<file path="src/arunit_pkg.sv">
/*
  Constants for the memory-mapped unsigned multiply/divide unit: register
  byte addresses, status bit positions, write-order tracker states, cycle
  counts for each operation.
  Assumes a 50 MHz system clock and an AXI4-Lite register bus.
*/
`default_nettype none

package arunit_pkg;

  // ----------------------------------------------------------------------
  // Register map
  // ----------------------------------------------------------------------
  localparam logic [7:0] ADDR_OPERAND_0 = 8'h00;
  localparam logic [7:0] ADDR_OPERAND_1 = 8'h04;
  localparam logic [7:0] ADDR_OPERAND_2 = 8'h08;
  localparam logic [7:0] ADDR_OPERAND_3 = 8'h0c;
  localparam logic [7:0] ADDR_OPERAND_4 = 8'h10;
  localparam logic [7:0] ADDR_OPERAND_5 = 8'h14;
  localparam logic [7:0] ADDR_STATUS    = 8'h18;
  localparam logic [7:0] ADDR_IRQ_STAT  = 8'h1c;
  localparam logic [7:0] ADDR_IRQ_EN    = 8'h20;
  localparam logic [7:0] ADDR_IRQ_CLR   = 8'h24;
  localparam int         ADDR_W         = 8;

  // ----------------------------------------------------------------------
  // Fields
  // ----------------------------------------------------------------------
  localparam int BIT_ERROR    = 7;
  localparam int BIT_OVERFLOW = 6;
  localparam int IRQ_DONE     = 0;
  localparam int IRQ_ERROR    = 1;
  localparam int IRQ_W        = 2;
  localparam logic [1:0] RESP_OKAY   = 2'h0;
  localparam logic [1:0] RESP_SLVERR = 2'h2;

  // ----------------------------------------------------------------------
  // Timing, in system clock periods
  // ----------------------------------------------------------------------
  localparam logic [4:0] CYC_LONG_DIV  = 5'h11;
  localparam logic [4:0] CYC_SHORT_DIV = 5'h09;
  localparam logic [4:0] CYC_MUL       = 5'h0b;

  // ----------------------------------------------------------------------
  // Types
  // ----------------------------------------------------------------------
  typedef enum logic [2:0] {
    SEQ_IDLE = 3'h0,
    SEQ_W0   = 3'h1,
    SEQ_W01  = 3'h2,
    SEQ_W012 = 3'h3,
    SEQ_W0123 = 3'h4,
    SEQ_W01234 = 3'h5,
    SEQ_W04  = 3'h6,
    SEQ_W041 = 3'h7
  } arunit_seq_t;

  typedef enum logic [1:0] {
    OP_LONG_DIV  = 2'h0,
    OP_SHORT_DIV = 2'h1,
    OP_MUL       = 2'h2
  } arunit_op_t;

endpackage

`default_nettype wire

</file>
<file path="src/arunit_top.sv">
/*
  Unsigned multiply/divide unit behind an AXI4-Lite slave.  Software picks
  the operation by the order of its writes to six operand byte registers.
  Assumes one AXI4-Lite master on the same clock as the unit.
*/
`timescale 1ns/1ps
`default_nettype none

module arunit_top
(
  // Clock and reset
  input  wire logic        i_clock,
  input  wire logic        i_rst_n,
  // AXI4-Lite write address and data
  input  wire logic        i_awvalid,
  output logic             o_awready,
  input  wire logic [7:0]  i_awaddr,
  input  wire logic        i_wvalid,
  output logic             o_wready,
  input  wire logic [31:0] i_wdata,
  input  wire logic [3:0]  i_wstrb,
  // AXI4-Lite write response
  output logic             o_bvalid,
  input  wire logic        i_bready,
  output logic [1:0]       o_bresp,
  // AXI4-Lite read
  input  wire logic        i_arvalid,
  output logic             o_arready,
  input  wire logic [7:0]  i_araddr,
  output logic             o_rvalid,
  input  wire logic        i_rready,
  output logic [31:0]      o_rdata,
  output logic [1:0]       o_rresp,
  // Interrupt
  output logic             o_irq
);

  // ----------------------------------------------------------------------
  // Bus slave
  // ----------------------------------------------------------------------
  logic       aw_held;
  logic       w_held;
  logic [7:0] aw_addr;
  logic [7:0] w_byte;
  logic       w_lane0;
  logic       wr_fire;
  logic       rd_fire;
  logic       wr_is_op;
  logic       rd_is_op;
  logic       wr_mapped;
  logic       rd_mapped;
  logic [2:0] wr_idx;
  logic [2:0] rd_idx;

  assign o_awready = !aw_held && !o_bvalid;
  assign o_wready  = !w_held && !o_bvalid;
  assign o_arready = !o_rvalid;
  assign wr_fire   = aw_held && w_held && !o_bvalid;
  assign rd_fire   = i_arvalid && o_arready;

  always_ff @(posedge i_clock)
  begin
    if (!i_rst_n)
    begin
      aw_held <= 1'b0;
      w_held  <= 1'b0;
      aw_addr <= 8'h00;
      w_byte  <= 8'h00;
      w_lane0 <= 1'b0;
    end
    else
    begin
      if (i_awvalid && o_awready)
      begin
        aw_held <= 1'b1;
        aw_addr <= i_awaddr;
      end
      else if (wr_fire)
        aw_held <= 1'b0;
      if (i_wvalid && o_wready)
      begin
        w_held  <= 1'b1;
        w_byte  <= i_wdata[7:0];
        w_lane0 <= i_wstrb[0];
      end
      else if (wr_fire)
        w_held <= 1'b0;
    end
  end

  // Operand bytes are at word addresses 0..5; decode the index once.
  assign wr_idx    = aw_addr[4:2];
  assign rd_idx    = i_araddr[4:2];
  assign wr_is_op  = (aw_addr <= arunit_pkg::ADDR_OPERAND_5)
                     && (aw_addr[1:0] == 2'h0);
  assign rd_is_op  = (i_araddr <= arunit_pkg::ADDR_OPERAND_5)
                     && (i_araddr[1:0] == 2'h0);
  assign wr_mapped = wr_is_op || (aw_addr == arunit_pkg::ADDR_IRQ_EN)
                     || (aw_addr == arunit_pkg::ADDR_IRQ_CLR);
  assign rd_mapped = rd_is_op || (i_araddr == arunit_pkg::ADDR_STATUS)
                     || (i_araddr == arunit_pkg::ADDR_IRQ_STAT)
                     || (i_araddr == arunit_pkg::ADDR_IRQ_EN);

  always_ff @(posedge i_clock)
  begin
    if (!i_rst_n)
    begin
      o_bvalid <= 1'b0;
      o_bresp  <= arunit_pkg::RESP_OKAY;
    end
    else if (wr_fire)
    begin
      o_bvalid <= 1'b1;
      o_bresp  <= wr_mapped ? arunit_pkg::RESP_OKAY
                            : arunit_pkg::RESP_SLVERR;
    end
    else if (i_bready)
      o_bvalid <= 1'b0;
  end

  // ----------------------------------------------------------------------
  // Operand store and computation
  // ----------------------------------------------------------------------
  logic [7:0]             operand [6];
  logic                   busy;
  logic [4:0]             cycles;
  arunit_pkg::arunit_op_t op;
  arunit_pkg::arunit_seq_t seq;
  arunit_pkg::arunit_seq_t next_seq;
  logic                   start;
  logic                   done;
  logic                   long_req;
  logic                   op_write;
  logic                   op_touch;
  logic [31:0]            dividend;
  logic [15:0]            divisor;
  logic [31:0]            quotient;
  logic [15:0]            remainder;
  logic [31:0]            product;

  assign op_write = wr_fire && wr_is_op && w_lane0;
  assign op_touch = (wr_fire && wr_is_op) || (rd_fire && rd_is_op);

  // Order tracker; only operand writes move it.
  always_comb
  begin
    next_seq = seq;
    start    = 1'b0;
    if (op_write && !busy)
    begin
      next_seq = arunit_pkg::SEQ_IDLE;
      unique case (seq)
        arunit_pkg::SEQ_IDLE:
          if (wr_idx == 3'h0) next_seq = arunit_pkg::SEQ_W0;
        arunit_pkg::SEQ_W0:
          if (wr_idx == 3'h1) next_seq = arunit_pkg::SEQ_W01;
          else if (wr_idx == 3'h4) next_seq = arunit_pkg::SEQ_W04;
          else if (wr_idx == 3'h0) next_seq = arunit_pkg::SEQ_W0;
        arunit_pkg::SEQ_W01:
          if (wr_idx == 3'h2) next_seq = arunit_pkg::SEQ_W012;
          else if (wr_idx == 3'h4) next_seq = arunit_pkg::SEQ_W01234;
          else if (wr_idx == 3'h0) next_seq = arunit_pkg::SEQ_W0;
        arunit_pkg::SEQ_W012:
          if (wr_idx == 3'h3) next_seq = arunit_pkg::SEQ_W0123;
          else if (wr_idx == 3'h0) next_seq = arunit_pkg::SEQ_W0;
        arunit_pkg::SEQ_W0123:
          if (wr_idx == 3'h4) next_seq = arunit_pkg::SEQ_W01234;
          else if (wr_idx == 3'h0) next_seq = arunit_pkg::SEQ_W0;
        arunit_pkg::SEQ_W01234:
          if (wr_idx == 3'h5) start = 1'b1;
          else if (wr_idx == 3'h0) next_seq = arunit_pkg::SEQ_W0;
        arunit_pkg::SEQ_W04:
          if (wr_idx == 3'h1) next_seq = arunit_pkg::SEQ_W041;
          else if (wr_idx == 3'h0) next_seq = arunit_pkg::SEQ_W0;
        arunit_pkg::SEQ_W041:
          if (wr_idx == 3'h5) start = 1'b1;
          else if (wr_idx == 3'h0) next_seq = arunit_pkg::SEQ_W0;
      endcase
    end
  end

  always_ff @(posedge i_clock)
  begin
    if (!i_rst_n)
      seq <= arunit_pkg::SEQ_IDLE;
    else
      seq <= next_seq;
  end

  // Long division is told apart from short by whether byte 2 was written.
  always_ff @(posedge i_clock)
  begin
    if (!i_rst_n)
    begin
      busy   <= 1'b0;
      cycles <= 5'h00;
      op     <= arunit_pkg::OP_LONG_DIV;
    end
    else if (start)
    begin
      busy <= 1'b1;
      if (seq == arunit_pkg::SEQ_W041)
      begin
        op     <= arunit_pkg::OP_MUL;
        cycles <= arunit_pkg::CYC_MUL;
      end
      else if (long_req)
      begin
        op     <= arunit_pkg::OP_LONG_DIV;
        cycles <= arunit_pkg::CYC_LONG_DIV;
      end
      else
      begin
        op     <= arunit_pkg::OP_SHORT_DIV;
        cycles <= arunit_pkg::CYC_SHORT_DIV;
      end
    end
    else if (busy)
    begin
      cycles <= cycles - 5'h01;
      if (cycles == 5'h01)
        busy <= 1'b0;
    end
  end

  always_ff @(posedge i_clock)
  begin
    if (!i_rst_n)
      long_req <= 1'b0;
    else if (op_write && !busy && seq == arunit_pkg::SEQ_W01)
      long_req <= (wr_idx == 3'h2);
  end

  assign done = busy && (cycles == 5'h01);

  // The result is computed combinationally and held back until the count
  // expires; area is traded for a simple, exact cycle count.
  assign dividend  = {(op == arunit_pkg::OP_LONG_DIV) ? operand[3] : 8'h00,
                      (op == arunit_pkg::OP_LONG_DIV) ? operand[2] : 8'h00,
                      operand[1], operand[0]};
  assign divisor   = {operand[5], operand[4]};
  assign quotient  = (divisor == 16'h0000) ? 32'hffffffff
                                           : dividend / {16'h0000, divisor};
  assign remainder = (divisor == 16'h0000) ? dividend[15:0]
                     : 16'(dividend % {16'h0000, divisor});
  assign product   = {16'h0000, operand[1], operand[0]}
                     * {16'h0000, divisor};

  // Writes from software land first; results overwrite at completion.
  always_ff @(posedge i_clock)
  begin
    if (!i_rst_n)
    begin
      for (int k = 0; k < 6; k++)
        operand[k] <= 8'h00;
    end
    else if (done)
    begin
      if (op == arunit_pkg::OP_MUL)
      begin
        {operand[3], operand[2], operand[1], operand[0]} <= product;
      end
      else
      begin
        operand[0] <= quotient[7:0];
        operand[1] <= quotient[15:8];
        if (op == arunit_pkg::OP_LONG_DIV)
        begin
          operand[2] <= quotient[23:16];
          operand[3] <= quotient[31:24];
        end
        {operand[5], operand[4]} <= remainder;
      end
    end
    else if (op_write)
      operand[wr_idx] <= w_byte;
  end

  // ----------------------------------------------------------------------
  // Status flags
  // ----------------------------------------------------------------------
  logic error_flag;
  logic overflow_flag;
  logic status_rd;

  assign status_rd = rd_fire && (i_araddr == arunit_pkg::ADDR_STATUS);

  // A touch during the run wins over a clearing read in the same cycle.
  always_ff @(posedge i_clock)
  begin
    if (!i_rst_n)
      error_flag <= 1'b0;
    else if (busy && op_touch)
      error_flag <= 1'b1;
    else if (status_rd && !busy)
      error_flag <= 1'b0;
  end

  always_ff @(posedge i_clock)
  begin
    if (!i_rst_n)
      overflow_flag <= 1'b0;
    else if (done)
      overflow_flag <= (op == arunit_pkg::OP_MUL)
                       ? (product[31:16] != 16'h0000)
                       : (divisor == 16'h0000);
  end

  // ----------------------------------------------------------------------
  // Interrupts
  // ----------------------------------------------------------------------
  logic [1:0] irq_stat;
  logic [1:0] irq_en;
  logic [1:0] irq_evt;
  logic [1:0] irq_clr;

  assign irq_evt = {busy && op_touch, done};
  assign irq_clr = (wr_fire && aw_addr == arunit_pkg::ADDR_IRQ_CLR && w_lane0)
                   ? w_byte[1:0] : 2'h0;

  always_ff @(posedge i_clock)
  begin
    if (!i_rst_n)
      irq_stat <= 2'h0;
    else
      irq_stat <= (irq_stat & ~irq_clr) | irq_evt;
  end

  always_ff @(posedge i_clock)
  begin
    if (!i_rst_n)
      irq_en <= 2'h0;
    else if (wr_fire && aw_addr == arunit_pkg::ADDR_IRQ_EN && w_lane0)
      irq_en <= w_byte[1:0];
  end

  assign o_irq = |(irq_stat & irq_en);

  // ----------------------------------------------------------------------
  // Read data
  // ----------------------------------------------------------------------
  always_ff @(posedge i_clock)
  begin
    if (!i_rst_n)
    begin
      o_rvalid <= 1'b0;
      o_rdata  <= 32'h00000000;
      o_rresp  <= arunit_pkg::RESP_OKAY;
    end
    else if (rd_fire)
    begin
      o_rvalid <= 1'b1;
      o_rresp  <= rd_mapped ? arunit_pkg::RESP_OKAY
                            : arunit_pkg::RESP_SLVERR;
      o_rdata  <= 32'h00000000;
      if (rd_is_op)
        o_rdata[7:0] <= operand[rd_idx];
      else if (i_araddr == arunit_pkg::ADDR_STATUS)
      begin
        o_rdata[arunit_pkg::BIT_ERROR]    <= error_flag;
        o_rdata[arunit_pkg::BIT_OVERFLOW] <= overflow_flag;
      end
      else if (i_araddr == arunit_pkg::ADDR_IRQ_STAT)
        o_rdata[1:0] <= irq_stat;
      else if (i_araddr == arunit_pkg::ADDR_IRQ_EN)
        o_rdata[1:0] <= irq_en;
    end
    else if (i_rready)
      o_rvalid <= 1'b0;
  end

endmodule

`default_nettype wire
</file>
<file path="config.mk">
export PLATFORM = sky130hd
export DESIGN_NAME = arunit_top
export DESIGN_NICKNAME = d
export VERILOG_FILES = /design/src/arunit_pkg.sv /design/src/arunit_top.sv
export SDC_FILE = /design/constraint.sdc
export NUM_CORES = 2
export LEC_CHECK = 0
export ABC_AREA = 1
export BUFFER_PORTS_ARGS = -buffer_cell sky130_fd_sc_hd__buf_2
export CORE_ASPECT_RATIO = 0.75
export CORE_MARGIN = 5
export CORE_UTILIZATION = 60
export DETAILED_ROUTE_END_ITERATION = 10
export PLACE_DENSITY = 0.81
export SLEW_MARGIN = 20
export SYNTH_ARGS = -nofsm -noshare
export SYNTH_HDL_FRONTEND = slang
export SYNTH_SLANG_ARGS = --single-unit
</file>
<file path="constraint.sdc">
create_clock -name i_clock -period 105.8 [get_ports i_clock]
set_input_delay 10.58 -clock i_clock [delete_from_list [all_inputs] [get_ports i_clock]]
set_output_delay 10.58 -clock i_clock [all_outputs]
set_load 0.01 [all_outputs]
</file>
=== After elaboration in Yosys (flattened, before gate mapping) ===
Index checks and enable logic that the tools add are counted.

* Add/subtract/negate cells: 1
* $mul: 1
* Divide/modulo/power cells: 2
* $lt $le $gt $ge: 5
* Equality and inequality tests: 21
* Muxes and demuxes: 56
* Bitwise gates (word level): 6
* Reduce and logical (&&, ||, !) cells: 52

{| class="wikitable"
|+ Operators by type and width
! operator !! count
|-
| 2-to-1 mux 48 bit || 2
|-
| 2-to-1 mux 32 bit || 2
|-
| bitwise mux 48 bit || 1
|-
| 2-to-1 mux 16 bit || 3
|-
| 2-to-1 mux 8 bit || 5
|-
| divider 32 x 16 -> 32 bit || 1
|-
| remainder unit 32 x 16 -> 32 bit || 1
|-
| multiplier 16 x 16 -> 32 bit || 1
|-
| binary-select mux 8 bit (select 3 bit) || 1
|-
| demux 8 bit (select 3 bit) || 1
|-
| == test 8 x 6 -> 1 bit, second input constant || 3
|-
| logical AND 1 bit || 23
|-
| 2-to-1 mux 3 bit || 7
|-
| one-hot mux 3 bit (7 select lines) || 1
|-
| 2-to-1 mux 2 bit || 10
|-
| 2-to-1 mux 5 bit || 4
|-
| == test 3 bit, second input constant || 6
|-
| 2-to-1 mux 1 bit || 18
|-
| == test 8 x 5 -> 1 bit, second input constant || 2
|-
| <= comparator 8 x 5 -> 1 bit, second input constant || 2
|-
| logical NOT 16 bit || 1
|-
| nonzero test 16 bit || 1
|-
| nonzero test 2 bit || 7
|-
| == test 3 x 2 -> 1 bit, second input constant || 4
|-
| 19 further kinds || 37
|}

* Register bits: 99
* Input port bits: 59

=== Logic depth before layout (Yosys ltp) ===
* Word-level depth: 8
* Mapped depth: 667
* Depth with buffers taken out: 628

=== Least setup slack after synthesis ===
OpenSTA, ideal clock, no wires.

* Path kind: register to register
* Start point: reg operand (netlist bit divisor[0])
* End point: reg operand (netlist bit divisor[14])
* Arrival time: 82.563 ns
* Required time: 105.668 ns
* Path slack: 23.105 ns
* Stages on the path, launching flop included: 623
* Period minus slack after synthesis: 82.695 ns
* Cell sequence: dfxtp_1 > inv_1 > ha_1 > nor2_1 > nor2_1 > nand3_1 > nand2_1 > nand2_1 > ha_1 > o21ai_1 > nand2_1 > nand2_1 > nor2_2 > nand2_1 > nand2_1 > inv_1 > ha_1 > nand2_1 > [587 not listed] > nand2_1 > nand2_1 > nand3_1 > nand2_1 > a221o_1 > nand2_1 > nand2_1 > a41oi_1 > o211ai_1 > a21oi_1 > nand4_1 > nor2_4 > nand2_4 > buf_6 > nand3_1 > nand3_1 > nand2_1 > a21oi_2

* Cells in the longest elaborated chain, start to end: 4
* Elaborated cells on any way between the ends: 5
* Classes of those cells: div: 1; mux: 3; reduce/logical: 1

{| class="wikitable"
|+ Ends and longest elaborated chain
! element !! line !! text
|-
| from (decl) || arunit_top.sv:124 || <nowiki>logic [7:0] operand [6];</nowiki>
|-
| from (signal, indexed assignment) || arunit_top.sv:276 || <nowiki>operand[wr_idx] <= w_byte;</nowiki>
|-
| remainder unit 32 x 16 -> 32 bit or logical NOT 16 bit (tied branches) || arunit_top.sv:245, arunit_top.sv:244 ||
|-
| 2-to-1 mux 16 bit * || arunit_top.sv:244 || <nowiki>assign remainder = (divisor == 16'h0000) ? dividend[15:0]</nowiki>
|-
| 2-to-1 mux 16 bit * || arunit_top.sv:259 || <nowiki>if (op == arunit_pkg::OP_MUL)</nowiki>
|-
| 2-to-1 mux 48 bit * || arunit_top.sv:257 || <nowiki>else if (done)</nowiki>
|}

Every way passes the cells marked *; elsewhere a longest branch is shown, timed or not. The select of a mux whose other input is x is not followed.
A chain may end at the register's enable or synchronous reset.

=== Worst setup path in the final report ===
* Start point: reg op[0]
* End point: reg operand (netlist bit divisor[7])

* Cells in the longest elaborated chain, start to end: 6
* Elaborated cells on any way between the ends: 10
* Classes of those cells: div: 1; eq/ne: 2; mux: 5; reduce/logical: 2

{| class="wikitable"
|+ Ends and longest elaborated chain
! element !! line !! text
|-
| from (decl) || arunit_top.sv:127 || <nowiki>arunit_pkg::arunit_op_t op;</nowiki>
|-
| from (signal assigned) || arunit_top.sv:197 || <nowiki>op <= arunit_pkg::OP_LONG_DIV;</nowiki>
|-
| from (signal assigned) || arunit_top.sv:204 || <nowiki>op <= arunit_pkg::OP_MUL;</nowiki>
|-
| from (signal assigned) || arunit_top.sv:209 || <nowiki>op <= arunit_pkg::OP_LONG_DIV;</nowiki>
|-
| logical NOT 2 bit || arunit_top.sv:238, arunit_top.sv:239 ||
|-
| 2-to-1 mux 8 bit (on tied branches) || arunit_top.sv:239, arunit_top.sv:238 ||
|-
| remainder unit 32 x 16 -> 32 bit || arunit_top.sv:245 || <nowiki>: 16'(dividend % {16'h0000, divisor});</nowiki>
|-
| 2-to-1 mux 16 bit || arunit_top.sv:244 ||
|-
| 2-to-1 mux 16 bit || arunit_top.sv:259 ||
|-
| 2-to-1 mux 48 bit || arunit_top.sv:257 ||
|}

Several ways; a longest one is shown, not always the timed one. The select of a mux whose other input is x is not followed.

==> reports/metrics.cfg <==
[setup_path]
r2r_cells=578
slowest_delay_ns=0.63
endpoint_kind=flop
start_kind=flop
critPathKind=flop to flop
cp.required_ns=106.03
reg2reg_to=divisor[7]
slowest_stage=o21ai_0
crit_buf_inv=128
worstReg2RegStart=op[0]
cp_top_family=compound AO/OA/AOI/OAI gates
cp_max_fo=30
r2r_slack_ns=10.0
arrival_ns=96.03
crit_top_cell=nand2_1

[die]
fp.dieW_um=300
dieArea_sq_um=68100
start_util_pct=60.7
coreArea_sq_um=62200
pin_count=101
rows=79
die_h_um=227

[clock_tree]
numCtsBuffers=9
path_clk_slew_ns=0.08
cts_root_buf=clkbuf_16
htree_levels=3
clock_path_buffers=2
worstSkewPairLatency_ns=0.37
cts_tree=built
cts_setup_buffers=0
clock-sinks=97
ctsHoldBuffers=0
cts_resized=0

[yosys]
synth.largest_area_cell=ha_1
ys_top_cells_by_area=ha_1 (17%), nand2_1 (15%), fa_1 (10%)
synthFlopType=dfxtp_1
ys_warn_count=0
synthesis.area_sq_um=37700
synth_top_family_by_area=simple AND/OR/NAND/NOR gates
synth_compound_area_share_pct=16.3
synth-edff-count=0
synthXorXnorAreaFrac_pct=7.57
ys_ff_latch=97
synth-simple-area-share_pct=30.2
seq_area_frac_synth_pct=5.15
synth_adder_area_share_pct=27.0
async_flop_share_pct=0
avgSynthCellArea_sq_um=6.24
synthMuxAreaShare_pct=0
synth_top_area_share_pct=16.7
syn_inst=6047
ys_types=79

[cells_and_area]
fin_area_sq_um=38800
most-common-layout-cells=nand2_1 (1487), inv_1 (1015), ha_1 (503)
drive_gt1_share_pct=6.85
ff_latch_area_sq_um=1940
nets=6735
multi_input_area_sq_um=30700
fillers=5840
area_growth_pct=2.90
final_common_cell=nand2_1

[detailed_routing]
wl_met3_um=10100
drc_errors=0
routedWlPerCell_um=16.1
drt-pass1-iter-count=6
routed_wl_um=109000
dr.max_layer_used=met5
vias=38800
viasPerCell=5.71
drtIter0Drc=3731
met2_wirelength_um=46000
ant_nets=0
wl_met1_um=49000

[sta]
setup_viol=0
finClkSkew_ns=0.0176
hold_viol_final=0
slew_headroom_pct=31.4
finalCritPeriodShare_pct=90.6
drv_slew=0
tightest_slew_ns=1.03
fmax_ghz=0.0104
period_minus_slack_ns=95.80

[global_routing]
grt_pass1_wl_um=178000
overflow=0
grt_max_degree=48
grt_pass1_vias=35900
antenna_found_initial=7
track_usage_pct=31.4

[status]
status=completed

[place]
hpwl_um=85400
place_area_sq_um=38400
gp_congestion=0.993
port_buffers=47

[worst_hold_path]
hp-class=flop to flop
hold_start=o_rdata[4]
min_path_cells=2
min_to=o_rdata[4]

[job]
cap_viol_max_count=0

==> kinds of logic after synthesis <==
kind of cell    count (synthesis)
simple gates                 2543
buf+inv                      1301
compound gates               1081
fa+ha+maj                     698
xor+xnor                      326
flops                          97
other cells                     1
==> through the flow <==
stage	worst slack [ns]	TNS (ns)	utilization [%]	std cells	hold WS, ns
6_report	10.0	0	62.5	6795	0.468
3_3_place_gp	12.13	0	61.8	6776	0.452
3_5_place_dp	9.93	0	61.8	6776	0.454
4_1_cts	9.53	0	62.3	6792	0.466
2_1_floorplan	23.11	0	-	6072	0.444
5_1_grt	-0.0372	-0.0931	62.4	6794	0.480
==> registers in the layout (all words and copies together), names as in the netlist, 2 cells and up <==
register,cells
seq,3
w_byte,8
dividend,16
cycles,5
o_rdata,8
divisor,16
irq_stat,2
op,2
aw_addr,8
operand,16
irq_en,2
==> worst max path at each step <==
stage / startpoint / slack (ns) / cells past startpoint / end
global placement: op[0] / 12.13 / 577 / divisor[7]
global route: op[0] / -0.04 / 590 / divisor[7]
floorplan: divisor[0] / 23.11 / 622 / divisor[14]
CTS: op[0] / 9.53 / 577 / divisor[7]
finish: op[0] / 10.0 / 578 / divisor[7]
detailed placement: op[0] / 9.93 / 577 / divisor[7]
==> metal layers <==
layer	vias to the layer above	global-route usage (%)
li1	19300	-
met1	17800	44.5
met2	1482	50.3
met3	237	3.84
met4	4	9.87
met5	-	0
==> worst min-delay path: cells and delay by family (launching register included) <==
family | cells | cell delay [ns]
AOI/OAI and AO/OA | 1 | 0.05
DFF | 1 | 0.31
and+or+nand+nor | 1 | 0.06
==> cell usage after synthesis (15+ instances only) <==
master	number
nand2_1	1487
inv_1	1025
ha_1	503
a21oi_1	393
o21ai_0	375
nand3_1	341
nor2_1	325
xor2_1	231
fa_1	195
clkbuf_1	126
nand4_1	99
dfxtp_1	97
xnor2_1	95
o21ai_1	58
inv_2	47
nand2_2	47
or2_2	43
buf_4	35
nand3_2	35
nor3_1	35
o21bai_1	33
o221ai_1	31
a31oi_1	28
nor4_1	22
o211ai_1	22
o31ai_1	22
a21oi_2	21
nor2_2	20
nor2_4	20
buf_1	19
a21o_1	18
and2_1	15
==> layout make-up <==
type / count / share of cell area (%)
well taps: 810 / 2.61
clock buffers: 9 / 0.580
repair buffers: 103 / 1.69
flip-flops and latches: 97 / 5.00
repair inverters: 1 / 0.0193
inverters: 1092 / 10.7
diodes: 2 / 0.0129
multi-input cells: 4674 / 79.1
clock inverters: 7 / 0.245
Power is not shown: default switching activity piles up to over one toggle a cycle in this logic, so the estimate is an artifact.
